$ cat src/inc/esc_pkg.sv
// What this block does
// - serial link runs mode 1: clock idles low, data sampled on second edge
// - host frames each transfer with select low and exactly 32 clock pulses
// - between transfers host holds select high and clock low
// - frame sent msb first: 3-bit command, 8-bit address, 5 idle, 16-bit data
// - command 001 programs non-volatile memory; host then waits 1000 ms
// - command 101 writes a register; host then waits 2 ms
// - command 110 reads a register's 16 bits; host then waits 2 ms
// - command 111, address 03, data EDDD enters user mode; wait 2 ms
// - same frame in user mode returns to normal mode; wait 5 ms
// - after an angle read host waits at least 2 us
package esc_pkg;
  localparam int CLK_NS = 20;
  localparam int CLK_KHZ = 50000;
  // half period of the serial clock; slow enough for a 100 ns output edge
  localparam int SCLK_HALF_NS = 100;
  localparam int SCLK_HALF_CYC = (SCLK_HALF_NS + CLK_NS - 1) / CLK_NS;
  localparam int LEAD_NS = 100;
  localparam int LEAD_CYC = (LEAD_NS + CLK_NS - 1) / CLK_NS;
  localparam int LAG_NS = 50;
  localparam int LAG_CYC = (LAG_NS + CLK_NS - 1) / CLK_NS;
  localparam int ANGLE_WAIT_US = 2;
  localparam int ANGLE_WAIT_CYC = (ANGLE_WAIT_US * CLK_KHZ + 999) / 1000;
  localparam int REG_WAIT_MS = 2;
  localparam int USER_EXIT_WAIT_MS = 5;
  localparam int NVM_WAIT_MS = 1000;
  localparam int CNT_W = 26;
  localparam int FRAME_BITS = 32;
  localparam int ANGLE_BITS = 23;
  localparam int ANGLE_LSB = 5;
  localparam int CRC_LSB = 1;
  localparam int CRC_W = 4;
  localparam int CRC_DATA_W = 24;
  localparam logic [3:0] CRC_POLY = 4'hD;
  localparam logic [3:0] CRC_INIT = 4'h3;
  localparam logic [2:0] CMD_NVM_PROGRAM = 3'h1;
  localparam logic [2:0] CMD_WRITE_REG = 3'h5;
  localparam logic [2:0] CMD_READ_REG = 3'h6;
  localparam logic [2:0] CMD_MODE_CHANGE = 3'h7;
  localparam logic [2:0] CMD_READ_ANGLE = 3'h3;
  localparam logic [7:0] MODE_ADDR = 8'h03;
  localparam logic [15:0] MODE_KEY = 16'hEDDD;
  localparam logic [4:0] IDLE_BITS = 5'h00;
endpackage

$ cat src/design/esc_crc4.sv
`timescale 1ns/1ns
// combinational check code over the zero-prefixed angle, msb first
module esc_crc4 (
  input wire logic [esc_pkg::CRC_DATA_W-1:0] data,
  output logic [esc_pkg::CRC_W-1:0] crc
);
  // one shift step per bit, leading zero first, then angle bit 22 down
  always_comb begin
    logic [esc_pkg::CRC_W-1:0] c;
    logic fb;
    c = esc_pkg::CRC_INIT;
    fb = 1'b0;
    for (int i = esc_pkg::CRC_DATA_W - 1; i >= 0; i--) begin
      fb = c[3] ^ data[i];
      c = {c[2:0], 1'b0} ^ (fb ? esc_pkg::CRC_POLY : 4'h0);
    end
    crc = c;
  end
endmodule

$ cat src/design/esc_host.sv
`timescale 1ns/1ns
// serial host for the rotary encoder: builds frames, checks answers, paces commands
module esc_host #(
  parameter int REG_WAIT_CYC = esc_pkg::REG_WAIT_MS * esc_pkg::CLK_KHZ,
  parameter int USER_EXIT_WAIT_CYC = esc_pkg::USER_EXIT_WAIT_MS * esc_pkg::CLK_KHZ,
  parameter int NVM_WAIT_CYC = esc_pkg::NVM_WAIT_MS * esc_pkg::CLK_KHZ
) (
  input wire logic clk,
  input wire logic sys_rst,
  input wire logic req,
  input wire logic [2:0] command_code,
  input wire logic [7:0] addr,
  input wire logic [15:0] wdata,
  output logic ready,
  output logic done,
  output logic [15:0] rdata,
  output logic [esc_pkg::ANGLE_BITS-1:0] angle,
  output logic crc_ok,
  output logic angle_err,
  output logic user_mode,
  output logic sclk,
  output logic cs_n,
  output logic mosi,
  input wire logic miso
);
  typedef enum logic [2:0] {ST_IDLE, ST_LEAD, ST_XFER, ST_LAG, ST_WAIT} esc_state_t;

  localparam logic [esc_pkg::CNT_W-1:0] HALF_LOAD = esc_pkg::CNT_W'(esc_pkg::SCLK_HALF_CYC - 1);
  localparam logic [esc_pkg::CNT_W-1:0] LEAD_LOAD = esc_pkg::CNT_W'(esc_pkg::LEAD_CYC - 1);
  localparam logic [esc_pkg::CNT_W-1:0] LAG_LOAD = esc_pkg::CNT_W'(esc_pkg::LAG_CYC - 1);
  localparam logic [5:0] LAST_BIT = 6'(esc_pkg::FRAME_BITS);

  esc_state_t state_reg, state_next;
  logic [esc_pkg::CNT_W-1:0] cnt_reg, cnt_next;
  logic [5:0] bit_reg, bit_next;
  logic [31:0] tx_reg, tx_next;
  logic [31:0] rx_reg, rx_next;
  logic [2:0] cmd_reg, cmd_next;
  logic [7:0] addr_reg, addr_next;
  logic [15:0] data_reg, data_next;
  logic sclk_reg, sclk_next;
  logic cs_n_reg, cs_n_next;
  logic mosi_reg, mosi_next;
  logic done_reg, done_next;
  logic [15:0] rdata_reg, rdata_next;
  logic [esc_pkg::ANGLE_BITS-1:0] angle_reg, angle_next;
  logic crc_ok_reg, crc_ok_next;
  logic err_reg, err_next;
  logic user_reg, user_next;
  logic miso_s1_reg, miso_s2_reg;
  logic [esc_pkg::CRC_W-1:0] crc_calc;
  logic mode_frame;

  // pin input crosses into clk through two flops before anything reads it
  always_ff @(posedge clk) begin
    if (sys_rst) begin
      miso_s1_reg <= 1'b0;
      miso_s2_reg <= 1'b0;
    end else begin
      miso_s1_reg <= miso;
      miso_s2_reg <= miso_s1_reg;
    end
  end

  // check code over the leading zero and the 23 received angle bits
  esc_crc4 u_crc (
    .data({1'b0, rx_reg[esc_pkg::ANGLE_LSB +: esc_pkg::ANGLE_BITS]}),
    .crc(crc_calc)
  );

  assign mode_frame = (cmd_reg == esc_pkg::CMD_MODE_CHANGE) && (addr_reg == esc_pkg::MODE_ADDR)
                      && (data_reg == esc_pkg::MODE_KEY);

  // frame sequencer; the serial clock is this divider's output, not a second domain
  always_comb begin
    state_next = state_reg;
    cnt_next = cnt_reg;
    bit_next = bit_reg;
    tx_next = tx_reg;
    rx_next = rx_reg;
    cmd_next = cmd_reg;
    addr_next = addr_reg;
    data_next = data_reg;
    sclk_next = sclk_reg;
    cs_n_next = cs_n_reg;
    mosi_next = mosi_reg;
    done_next = 1'b0;
    rdata_next = rdata_reg;
    angle_next = angle_reg;
    crc_ok_next = crc_ok_reg;
    err_next = err_reg;
    user_next = user_reg;
    unique case (state_reg)
      ST_IDLE: begin
        sclk_next = 1'b0;
        cs_n_next = 1'b1;
        if (req) begin
          cmd_next = command_code;
          addr_next = addr;
          data_next = wdata;
          tx_next = {command_code, addr, esc_pkg::IDLE_BITS, wdata};
          rx_next = 32'h0000_0000;
          bit_next = 6'h00;
          cnt_next = LEAD_LOAD;
          cs_n_next = 1'b0;
          state_next = ST_LEAD;
        end
      end
      ST_LEAD: begin
        if (cnt_reg == '0) begin
          cnt_next = HALF_LOAD;
          state_next = ST_XFER;
        end else begin
          cnt_next = cnt_reg - 1'b1;
        end
      end
      ST_XFER: begin
        if (cnt_reg != '0) begin
          cnt_next = cnt_reg - 1'b1;
        end else if (!sclk_reg) begin
          // end of a low phase: the bit shown after the last rise has settled
          if (bit_reg != 6'h00) begin
            rx_next = {rx_reg[30:0], miso_s2_reg};
          end
          if (bit_reg == LAST_BIT) begin
            cnt_next = LAG_LOAD;
            state_next = ST_LAG;
          end else begin
            sclk_next = 1'b1;
            mosi_next = tx_reg[31];
            tx_next = {tx_reg[30:0], 1'b0};
            cnt_next = HALF_LOAD;
          end
        end else begin
          sclk_next = 1'b0;
          bit_next = bit_reg + 1'b1;
          cnt_next = HALF_LOAD;
        end
      end
      ST_LAG: begin
        if (cnt_reg != '0) begin
          cnt_next = cnt_reg - 1'b1;
        end else begin
          cs_n_next = 1'b1;
          done_next = 1'b1;
          state_next = ST_WAIT;
          cnt_next = esc_pkg::CNT_W'(REG_WAIT_CYC - 1);
          unique case (cmd_reg)
            esc_pkg::CMD_READ_REG: begin
              rdata_next = rx_reg[15:0];
            end
            esc_pkg::CMD_READ_ANGLE: begin
              angle_next = rx_reg[esc_pkg::ANGLE_LSB +: esc_pkg::ANGLE_BITS];
              crc_ok_next = (crc_calc == rx_reg[esc_pkg::CRC_LSB +: esc_pkg::CRC_W]);
              err_next = rx_reg[0];
              cnt_next = esc_pkg::CNT_W'(esc_pkg::ANGLE_WAIT_CYC - 1);
            end
            esc_pkg::CMD_NVM_PROGRAM: begin
              cnt_next = esc_pkg::CNT_W'(NVM_WAIT_CYC - 1);
            end
            esc_pkg::CMD_MODE_CHANGE: begin
              if (mode_frame) begin
                user_next = !user_reg;
                if (user_reg) begin
                  cnt_next = esc_pkg::CNT_W'(USER_EXIT_WAIT_CYC - 1);
                end
              end
            end
            default: begin
            end
          endcase
        end
      end
      ST_WAIT: begin
        // select stays high and the clock low until the device may be addressed again
        if (cnt_reg == '0) begin
          state_next = ST_IDLE;
        end else begin
          cnt_next = cnt_reg - 1'b1;
        end
      end
      default: begin
        state_next = ST_IDLE;
      end
    endcase
  end

  // registers only; mode assumed normal after reset since it cannot be read back
  always_ff @(posedge clk) begin
    if (sys_rst) begin
      state_reg <= ST_IDLE;
      cnt_reg <= '0;
      bit_reg <= 6'h00;
      tx_reg <= 32'h0000_0000;
      rx_reg <= 32'h0000_0000;
      cmd_reg <= 3'h0;
      addr_reg <= 8'h00;
      data_reg <= 16'h0000;
      sclk_reg <= 1'b0;
      cs_n_reg <= 1'b1;
      mosi_reg <= 1'b0;
      done_reg <= 1'b0;
      rdata_reg <= 16'h0000;
      angle_reg <= '0;
      crc_ok_reg <= 1'b0;
      err_reg <= 1'b0;
      user_reg <= 1'b0;
    end else begin
      state_reg <= state_next;
      cnt_reg <= cnt_next;
      bit_reg <= bit_next;
      tx_reg <= tx_next;
      rx_reg <= rx_next;
      cmd_reg <= cmd_next;
      addr_reg <= addr_next;
      data_reg <= data_next;
      sclk_reg <= sclk_next;
      cs_n_reg <= cs_n_next;
      mosi_reg <= mosi_next;
      done_reg <= done_next;
      rdata_reg <= rdata_next;
      angle_reg <= angle_next;
      crc_ok_reg <= crc_ok_next;
      err_reg <= err_next;
      user_reg <= user_next;
    end
  end

  // ready is combinational; all data and pins come from flops
  assign ready = (state_reg == ST_IDLE);
  assign done = done_reg;
  assign rdata = rdata_reg;
  assign angle = angle_reg;
  assign crc_ok = crc_ok_reg;
  assign angle_err = err_reg;
  assign user_mode = user_reg;
  assign sclk = sclk_reg;
  assign cs_n = cs_n_reg;
  assign mosi = mosi_reg;
endmodule

$ cat config.mk
export PLATFORM = sky130hd
export DESIGN_NAME = esc_host
export DESIGN_NICKNAME = d
export VERILOG_FILES = /design/src/inc/esc_pkg.sv /design/src/design/esc_crc4.sv /design/src/design/esc_host.sv
export SDC_FILE = /design/constraint.sdc
export NUM_CORES = 1
export LEC_CHECK = 0
export ABC_AREA = 1
export BUFFER_PORTS_ARGS = -buffer_cell sky130_fd_sc_hd__buf_2
export CORE_UTILIZATION = 60
export CTS_CLUSTER_SIZE = 24
export DETAILED_ROUTE_END_ITERATION = 8
export PLACE_DENSITY = 0.92
export SLEW_MARGIN = 20
export SYNTH_ARGS = -nofsm -noshare
export SYNTH_HDL_FRONTEND = slang
export SYNTH_SLANG_ARGS = --single-unit
$ cat constraint.sdc
create_clock -name clk -period 3.1 [get_ports clk]
set_input_delay 0 -clock clk [delete_from_list [all_inputs] [get_ports clk]]
set_output_delay 0 -clock clk [all_outputs]
set_load 0.005 [all_outputs]
Word-level counts from Yosys, hierarchy flattened
Cells that the tools add are included.
{"block": "classes", "n_eq_ne": 23, "mux": 64, "n_bitwise": 49, "addsub": 2, "reduce_logical": 23}
{"operator": "2-to-1 mux 26 bit", "count": 6}
{"operator": "one-hot mux 26 bit (5 select lines)", "count": 1}
{"operator": "2-to-1 mux 32 bit", "count": 4}
{"operator": "2-to-1 mux 28 bit", "count": 4}
{"operator": "2-to-1 mux 4 bit", "count": 23}
{"operator": "bitwise XOR 4 bit", "count": 22}
{"operator": "one-hot mux 26 bit (3 select lines)", "count": 1}
{"operator": "one-hot mux 32 bit (2 select lines)", "count": 1}
{"operator": "one-hot mux 28 bit (2 select lines)", "count": 1}
{"operator": "2-to-1 mux 18 bit", "count": 2}
{"operator": "logical NOT 26 bit", "count": 1}
{"operator": "nonzero test 26 bit", "count": 1}
{"operator": "subtractor 26 x 1 -> 26 bit, second input constant", "count": 1}
{"operator": "2-to-1 mux 3 bit", "count": 8}
{"operator": "inequality test 2 bit, second input constant", "count": 11}
{"operator": "bitwise XOR 1 bit", "count": 22}
{"operator": "2-to-1 mux 6 bit", "count": 3}
{"operator": "== test 16 bit, second input constant", "count": 1}
{"operator": "one-hot mux 3 bit (5 select lines)", "count": 1}
{"operator": "one-hot mux 6 bit (2 select lines)", "count": 1}
{"operator": "AND reduction 4 bit", "count": 3}
{"operator": "AND reduction 5 bit", "count": 2}
{"operator": "== test 3 x 2 -> 1 bit, second input constant", "count": 3}
{"operator": "== test 3 bit, second input constant", "count": 3}
{"operator": "19 further kinds", "count": 35}
{"block": "totals", "input_bits": 31, "ff_bits": 170, "output_inout_bits": 47, "wordCells": 180}

Depth between registers and ports, before layout
Gate-level depths: netlist of the first run.
{"block": "logic_depth", "ltp_word": 69, "ltp_mapped": 23, "mapped_depth_nobuf": 23}

By module
A second synthesis of the first run with hierarchy kept.
{"block": "hier_totals", "cells_unflattened": 1336, "hier_area_um2": 8854.7}
{"module": "esc_host", "cells_per_inst": 1157, "area_each_um2": 7918.8, "n_inst": 1, "seq_area_each_um2": 3403.3}
{"module": "esc_crc4", "cells_per_inst": 179, "area_each_um2": 935.9, "n_inst": 1, "seq_area_each_um2": 0.0}

Least setup slack after synthesis of the first run
Ideal clock, no wire load.
{"block": "synth_path", "path_type": "reg-to-reg", "start": "reg cnt_reg[0] (netlist bit)", "end": "reg rdata_reg[6] (netlist: rdata[6])", "path_slack_ns": 0.949, "setup_time_ns": 0.118, "arrival_time_ns": 2.033, "path_stages_with_launch": 17, "required_ns": 2.982, "path_cell_list": "dfxtp_1 > inv_1 > ha_1 > nand3_2 > nor2_4 > nand2_4 > nor2_8 > nand3_2 > nor2_2 > nand2_2 > nor2_4 > inv_2 > nor2_4 > nand4_4 > buf_6 > o21ai_1 > a21oi_2"}
{"block": "synth_between", "elab_chain_cells": 3}
{"element": "start, declared", "line_no": "esc_host.sv:34", "source": "logic [esc_pkg::CNT_W-1:0] cnt_reg, cnt_next;"}
{"element": "start signal, assigned", "line_no": "esc_host.sv:210", "source": "cnt_reg <= cnt_next;"}
{"element": "nonzero test 26 bit", "line_no": "esc_host.sv:141", "source": "if (cnt_reg != '0) begin"}
{"element": "inverter 1 bit (no source line)"}
{"element": "AND reduction 3 bit (no source line)"}
{"element": "end signal, assigned", "line_no": "esc_host.sv:221", "source": "rdata_reg <= rdata_next;"}
{"element": "end, declared", "line_no": "esc_host.sv:45", "source": "logic [15:0] rdata_reg, rdata_next;"}
No other way between the ends.
A chain may end at the register's enable or synchronous reset.

Worst setup path after layout of the first run
{"block": "layout_path", "start": "reg cnt_reg[0] (netlist bit)", "end": "reg rdata_reg[12] (netlist: rdata[12])"}
Same word-level chain as after synthesis.

==> metrics.md, run 1 <==
| Metric | Value |
|---|---|
| Most frequent CP cell | `nor2_4` |
| Vias per cell | `5.75` |
| Slew at the pin with the worst max-slew slack | `774 ps` |
| Synth Area in XOR/XNOR | `2.64%` |
| Status | `complete, no violations` |
| Unique masters post-synth | `42` |
| ANT cells | `0` |
| EDFF count, synth | `0` |
| Maximum root-to-sink buffer count | `2` |
| # resized after CTS | `0` |
| Critical Path Max Stage Delay | `420 ps` |
| Leakage | `0.00403 uW` |
| CTS clk-pin slew, worst paths | `70 ps` |
| Slew HR | `48.4%` |
| DR iter-0 viols | `728` |
| Synthesized area per cell | `7.37 um2` |
| Synth warnings | `0` |
| RSZ-0062 raised after global routing | `false` |
| Initial antenna violation count | `0` |
| Area grow syn2layout | `16.1%` |
| Num rows | `42` |
| Finished Cell Area | `0.00964 mm2` |
| Starting density of the core | `62.2%` |
| Final period util | `91.1%` |
| Mapped Cells | `1126` |
| Final Hold Viols | `0` |
| # setup viols final | `0` |
| Total Routing Usage GR | `29.9%` |
| RePlAce Congestion | `0.914` |
| Pre-Repair DR Iteration Count | `5` |
| Max-Cap Viols | `0` |
| Worst EP required | `3410 ps` |
| DRC viols | `0` |
| Post-Synth Simple-Gate Area | `22.1%` |
| I/O pins | `78` |
| CTS tree | `built` |
| CP Capture Type | `flop` |
| First-pass GRT wire length | `34700 um` |
| Synth Area in Adders | `0.452%` |
| Largest family of logic cells by synthesized area | `compound AO/OA/AOI/OAI gates` |
| Max Fclk | `354 MHz` |
| Startpoint Class | `flop` |
| Synthesized cell area | `0.00830 mm2` |
| Clock root buffer master | `clkbuf_16` |
| Placement Cell Area | `0.00873 mm2` |
| Pins Over Slew Limit | `0` |
| Clk Latency, worst-skew pair | `440 ps` |
| Cell type of the slowest stage on the worst timing path | `nand4_4` |
| Multiplexer share of the synthesized area | `0%` |
| Core area | `0.0133 mm2` |
| Hold crit path type | `in2reg` |
| Die area | `0.0143 mm2` |
| Clock H-tree levels | `4` |
| Predominant post-synthesis flop cell | `dfxtp_1` |
| Fraction of registers with async set/reset | `0%` |
| Vias in the first global route | `7410` |
| Compound-Gate Fraction of Synth Area | `23.5%` |
| Worst-path fanout max | `32` |
| Via count | `8028` |
| Post-route setup TNS | `0 ps` |
| IO Port Bufs | `77` |
| Total grt overflow | `0` |
| Nets | `1240` |
| Post-DP HPWL | `13100 um` |
| Pwr/cell area | `1210 mW/mm2` |
| Post-Syn Nets | `1160` |
| Worst Path Class, Setup | `reg2reg` |
| Layout cells sized above 1 | `15.4%` |
| Drt wl/cell | `15.1 um` |
| CTS Sinks | `170` |
| Synth Register Bits | `170` |
| Largest net degree at the start of global routing | `63` |
| TritonCTS buffer count | `17` |
| Arr. time, crit path | `3140 ps` |
| Die width | `120 um` |
| Total Routed Length | `21000 um` |
| Clk_skew | `13.3 ps` |
| CP cell instances | `inv_1 > ha_1 > nand3_2 > nor2_4 > nand2_4 > nor2_8 > nand3_2 > nor2_2 > nand2_2 > nor2_4 > inv_2 > nor2_4 > nand4_4 > o21ai_1 > a21oi_2` |
| Die height | `120 um` |
| Sequential area share after synthesis | `41.0%` |
| Fill count | `1014` |
| Number of routed nets with antenna violations | `0` |
| Minimum clock period | `2820 ps` |
| Number of flip-flops in the largest register | `32` |
| WHS | `51.3 ps` |
| Maximum VDD drop | `0.681 mV` |
## logic make-up (layout without fill, tap and decap cells)
logic type	Yosys count	after routing
and+or+nand+nor	403	403
DFF	170	170
AOI/OAI and AO/OA	314	314
adders and majority gates	3	3
buffers and inverters	211	304
xor gates and xnor gates	25	25
## cells in the final DEF (no fill, tap or decap), drive strengths merged, types with 28 or more instances in the layout
cell / n
a21oi: 139
dfxtp: 170
nor2: 95
inv: 161
nand3: 72
buf: 90
dlygate4sd3: 28
a211oi: 81
nand2: 188
o21ai: 85
## worst paths after layout
kind	cells past startpoint	endpoint	start	slack [ps]
worst max-delay path	15	rdata[12]$_SDFFE_PP0P_	cnt_reg[0]$_SDFFE_PP0P_	280
worst min-delay path	3	data_reg[13]$_SDFFE_PP0P_	req	50
worst max register to register	15	rdata[12]$_SDFFE_PP0P_	cnt_reg[0]$_SDFFE_PP0P_	280
worst min register to register	2	miso_s2_reg$_SDFF_PP0_	miso_s1_reg$_SDFF_PP0_	410
## repair_timing
action,in CTS,in global routing
hold endpoints to repair,55,0
buffers inserted,0,0
hold buffers,28,0
## metal layers
layer / vias up / part of all wire (%) / global-route usage (%)
met5: - / 0 / 0
met1: 3724 / 42 / 36.1
met3: 56 / 6.8 / 6.08
li1: 3921 / - / -
met2: 327 / 49 / 52.0
met4: 0 / 2.5 / 11.9
## synthesized netlist by cell type, types with 8 or more instances
cell type  count  area share, %
a21oi_2       10            1.1
nor3_1        13           0.78
clkbuf_1      39            1.8
nand2_1      183            8.3
a211oi_1      58            5.2
buf_6          8            1.1
o21ai_0       66            4.0
dfxtp_1      170             41
a21oi_1      129            7.8
xor2_1        19            2.0
nand3_1       70            4.2
nor2_1        84            3.8
o21ai_1       19            1.1
buf_2          9           0.54
a211oi_2      23            3.5
inv_2          9           0.41
nand4_1       15            1.1
inv_1        144            6.5
## power by group
part | internal [uW] | switching, uW
sequential | 2720 | 452
combinational | 2060 | 4170
clock | 1300 | 969
total | 6090 | 5590
## stage by stage
step	setup slack [ps]	total power [uW]	std cells	utilization, %
global route	23.7	12600	1395	72.2
floorplan	949	8060	1126	-
finish	276	11700	1395	72.2
CTS	312	11500	1395	72.2
detailed placement	366	9130	1335	65.4
global placement	542	8900	1335	65.4
## layout make-up
class	count	area [um2]	area share, %
clock buffers	18	429	4.45
clock inverters	14	199	2.06
inverters	154	578	6.00
multi-input cells	745	4040	42.0
flip-flops and latches	170	3400	35.3
well taps	176	220	2.28
repair buffers	118	766	7.94
## worst max-delay path: cells and delay by family (launching register included)
kind,cells,cell delay (ps)
AO/OA/AOI/OAI,2,440
buffers and inverters,2,160
flip-flops,1,340
AND/OR/NAND/NOR,10,1520
adder cells (fa/ha/maj),1,210
Power figures use the tool's default switching activity.
==> run 2, diff against run 1 <==
- CORE_UTILIZATION: 60 -> 25
- PLACE_DENSITY: 0.92 -> 0.51
==> metrics.md, run 2 (synthesis results as in run 1) <==
| Metric | Value |
|---|---|
| Status | `complete, no violations (unchanged)` |
| Minimum clock period | `2720 ps (was 2820 ps)` |
| Arr. time, crit path | `3080 ps (was 3140 ps)` |
| RePlAce Congestion | `0.807 (was 0.914)` |
| Met3 GRT Util | `3.28% (was 6.08%)` |
| Pwr/cell area | `1150 mW/mm2 (was 1210 mW/mm2)` |
| Core area | `0.0326 mm2 (was 0.0133 mm2)` |
| Maximum root-to-sink buffer count | `2 (unchanged)` |
| CTS clk-pin slew, worst paths | `70 ps (about the same)` |
| Number of routed nets with antenna violations | `0 (unchanged)` |
| Final period util | `87.7% (was 91.1%)` |
| Fill count | `3571 (was 1014)` |
| Max-Cap Viols | `0 (unchanged)` |
| Met2 GRT Util | `21.0% (was 52.0%)` |
| Clk Latency, worst-skew pair | `450 ps (was 440 ps)` |
| TritonCTS buffer count | `17 (unchanged)` |
| # resized after CTS | `0 (unchanged)` |
| Maximum VDD drop | `0.539 mV (was 0.681 mV)` |
| Pre-Repair DR Iteration Count | `5 (unchanged)` |
| I/O pins | `78 (unchanged)` |
| Clock root buffer master | `clkbuf_16 (unchanged)` |
| CTS tree | `built (unchanged)` |
| Num rows | `66 (was 42)` |
| Gr busiest metal | `met2 (unchanged)` |
| PnR worst setup slack | `381 ps (was 276 ps)` |
| Worst EP required | `3470 ps (was 3410 ps)` |
| Register Area | `0.00340 mm2 (unchanged)` |
| Via count | `7533 (was 8028)` |
| Post-route setup TNS | `0 ps (unchanged)` |
| Met1 Track Usage GR | `18.3% (was 36.1%)` |
| Worst Path Class, Setup | `reg2reg (unchanged)` |
| DR iter-0 viols | `400 (was 728)` |
| Leakage | `0.00402 uW (was 0.00403 uW)` |
| Slew at the pin with the worst max-slew slack | `774 ps (about the same)` |
| Slew HR | `47.8% (was 48.4%)` |
| RSZ-0062 raised after global routing | `false (unchanged)` |
| Hold crit path type | `in2reg (unchanged)` |
| Die width | `184 um (was 120 um)` |
| Most frequent cells in the layout | `nand2_1 (183), dfxtp_1 (170), inv_1 (144) (unchanged)` |
| Pins Over Slew Limit | `0 (unchanged)` |
| Nets | `1243 (was 1240)` |
| Setup WS pre-CTS | `366 ps (about the same)` |
| Post-DP HPWL | `14900 um (was 13100 um)` |
| Post-CTS Setup Inserts | `0 (unchanged)` |
| First-pass GRT wire length | `36100 um (was 34700 um)` |
| Vias per cell | `4.53 (was 5.75)` |
| Layout cells sized above 1 | `15.7% (was 15.4%)` |
| # setup viols final | `0 (unchanged)` |
| Commonest non-fill, non-tap cell in the layout | `nand2_1 (unchanged)` |
| Max Fclk | `368 MHz (was 354 MHz)` |
| Total Routing Usage GR | `13.4% (was 29.9%)` |
| IO Port Bufs | `77 (unchanged)` |
| Worst-path fanout max | `7 (was 32)` |
| Largest net degree at the start of global routing | `61 (was 63)` |
| Clock H-tree levels | `4 (unchanged)` |
| Number of flip-flops in the largest register | `32 (unchanged)` |
| Total Routed Length | `21800 um (was 21000 um)` |
| CP Capture Type | `flop (unchanged)` |
| Vias in the first global route | `7081 (was 7410)` |
| Initial antenna violation count | `0 (unchanged)` |
| Startpoint Class | `flop (unchanged)` |
| Drt wl/cell | `13.1 um (was 15.1 um)` |
| DRC viols | `0 (unchanged)` |
| Starting density of the core | `25.4% (was 62.2%)` |
| Die area | `0.0339 mm2 (was 0.0143 mm2)` |
| Clk_skew | `13.9 ps (was 13.3 ps)` |
| Total grt overflow | `0 (unchanged)` |
| Hold Buf Count CTS | `28 (unchanged)` |
| ANT cells | `0 (unchanged)` |
| Area of the multi-input gates | `0.00404 mm2 (unchanged)` |
| Final Hold Viols | `0 (unchanged)` |
| CTS Sinks | `170 (unchanged)` |
| Die height | `184 um (was 120 um)` |
| Area grow syn2layout | `19.9% (was 16.1%)` |
## run 2: report_power, final
part	switching (uW)	internal, uW
sequential	433	2720
clock	1040	1070
combinational	4080	2060
## run 2: critical path, cell delays in order, from the launching register on
cell     delay [ps]
dfxtp_1         390
inv_1            60
ha_1            240
nand3_2         130
nor2_4           50
nand2_4         100
nor2_1           60
nand2_2         140
o21ai_0          90
nor2_1          370
nand2_1         250
nor2_1          420
o21ai_0         190
a21oi_1         150
## run 2: worst paths after layout
check | slack (ps) | cells past startpoint | to | start
max | 380 | 13 | cnt_reg[20]$_SDFFE_PP0P_ | cnt_reg[0]$_SDFFE_PP0P_
min | 40 | 3 | addr_reg[5]$_SDFFE_PP0P_ | req
max reg2reg | 380 | 13 | cnt_reg[20]$_SDFFE_PP0P_ | cnt_reg[0]$_SDFFE_PP0P_
min reg2reg | 450 | 2 | rdata[14]$_SDFFE_PP0P_ | rdata[14]$_SDFFE_PP0P_
## run 2: cell type report
cell class / instances / share of cell area (%)
multi-input cells: 745 / 40.6
flip-flops and latches: 170 / 34.2
repair buffers: 121 / 8.05
inverters: 154 / 5.81
well taps: 442 / 5.56
clock buffers: 17 / 4.27
clock inverters: 15 / 1.50
## run 2: layer usage
layer / share of wire [%] / up-vias
li1: - / 3933
met1: 51 / 3454
met2: 44 / 130
met3: 4.5 / 16
met4: 0.89 / 0
met5: 0 / -
## run 2: per-stage QoR
stage / cells / total power (uW) / cell area, um2 / utilization [%] / hold WS [ps]
floorplan: 1126 / 8060 / 8300 / - / 107
global placement: 1604 / 9220 / 9100 / 27.9 / 237
detailed placement: 1604 / 9290 / 9100 / 27.9 / 235
CTS: 1664 / 11500 / 9950 / 30.5 / 24.7
global route: 1664 / 12600 / 9950 / 30.5 / 50.5
finish: 1664 / 11400 / 9950 / 30.5 / 44.7
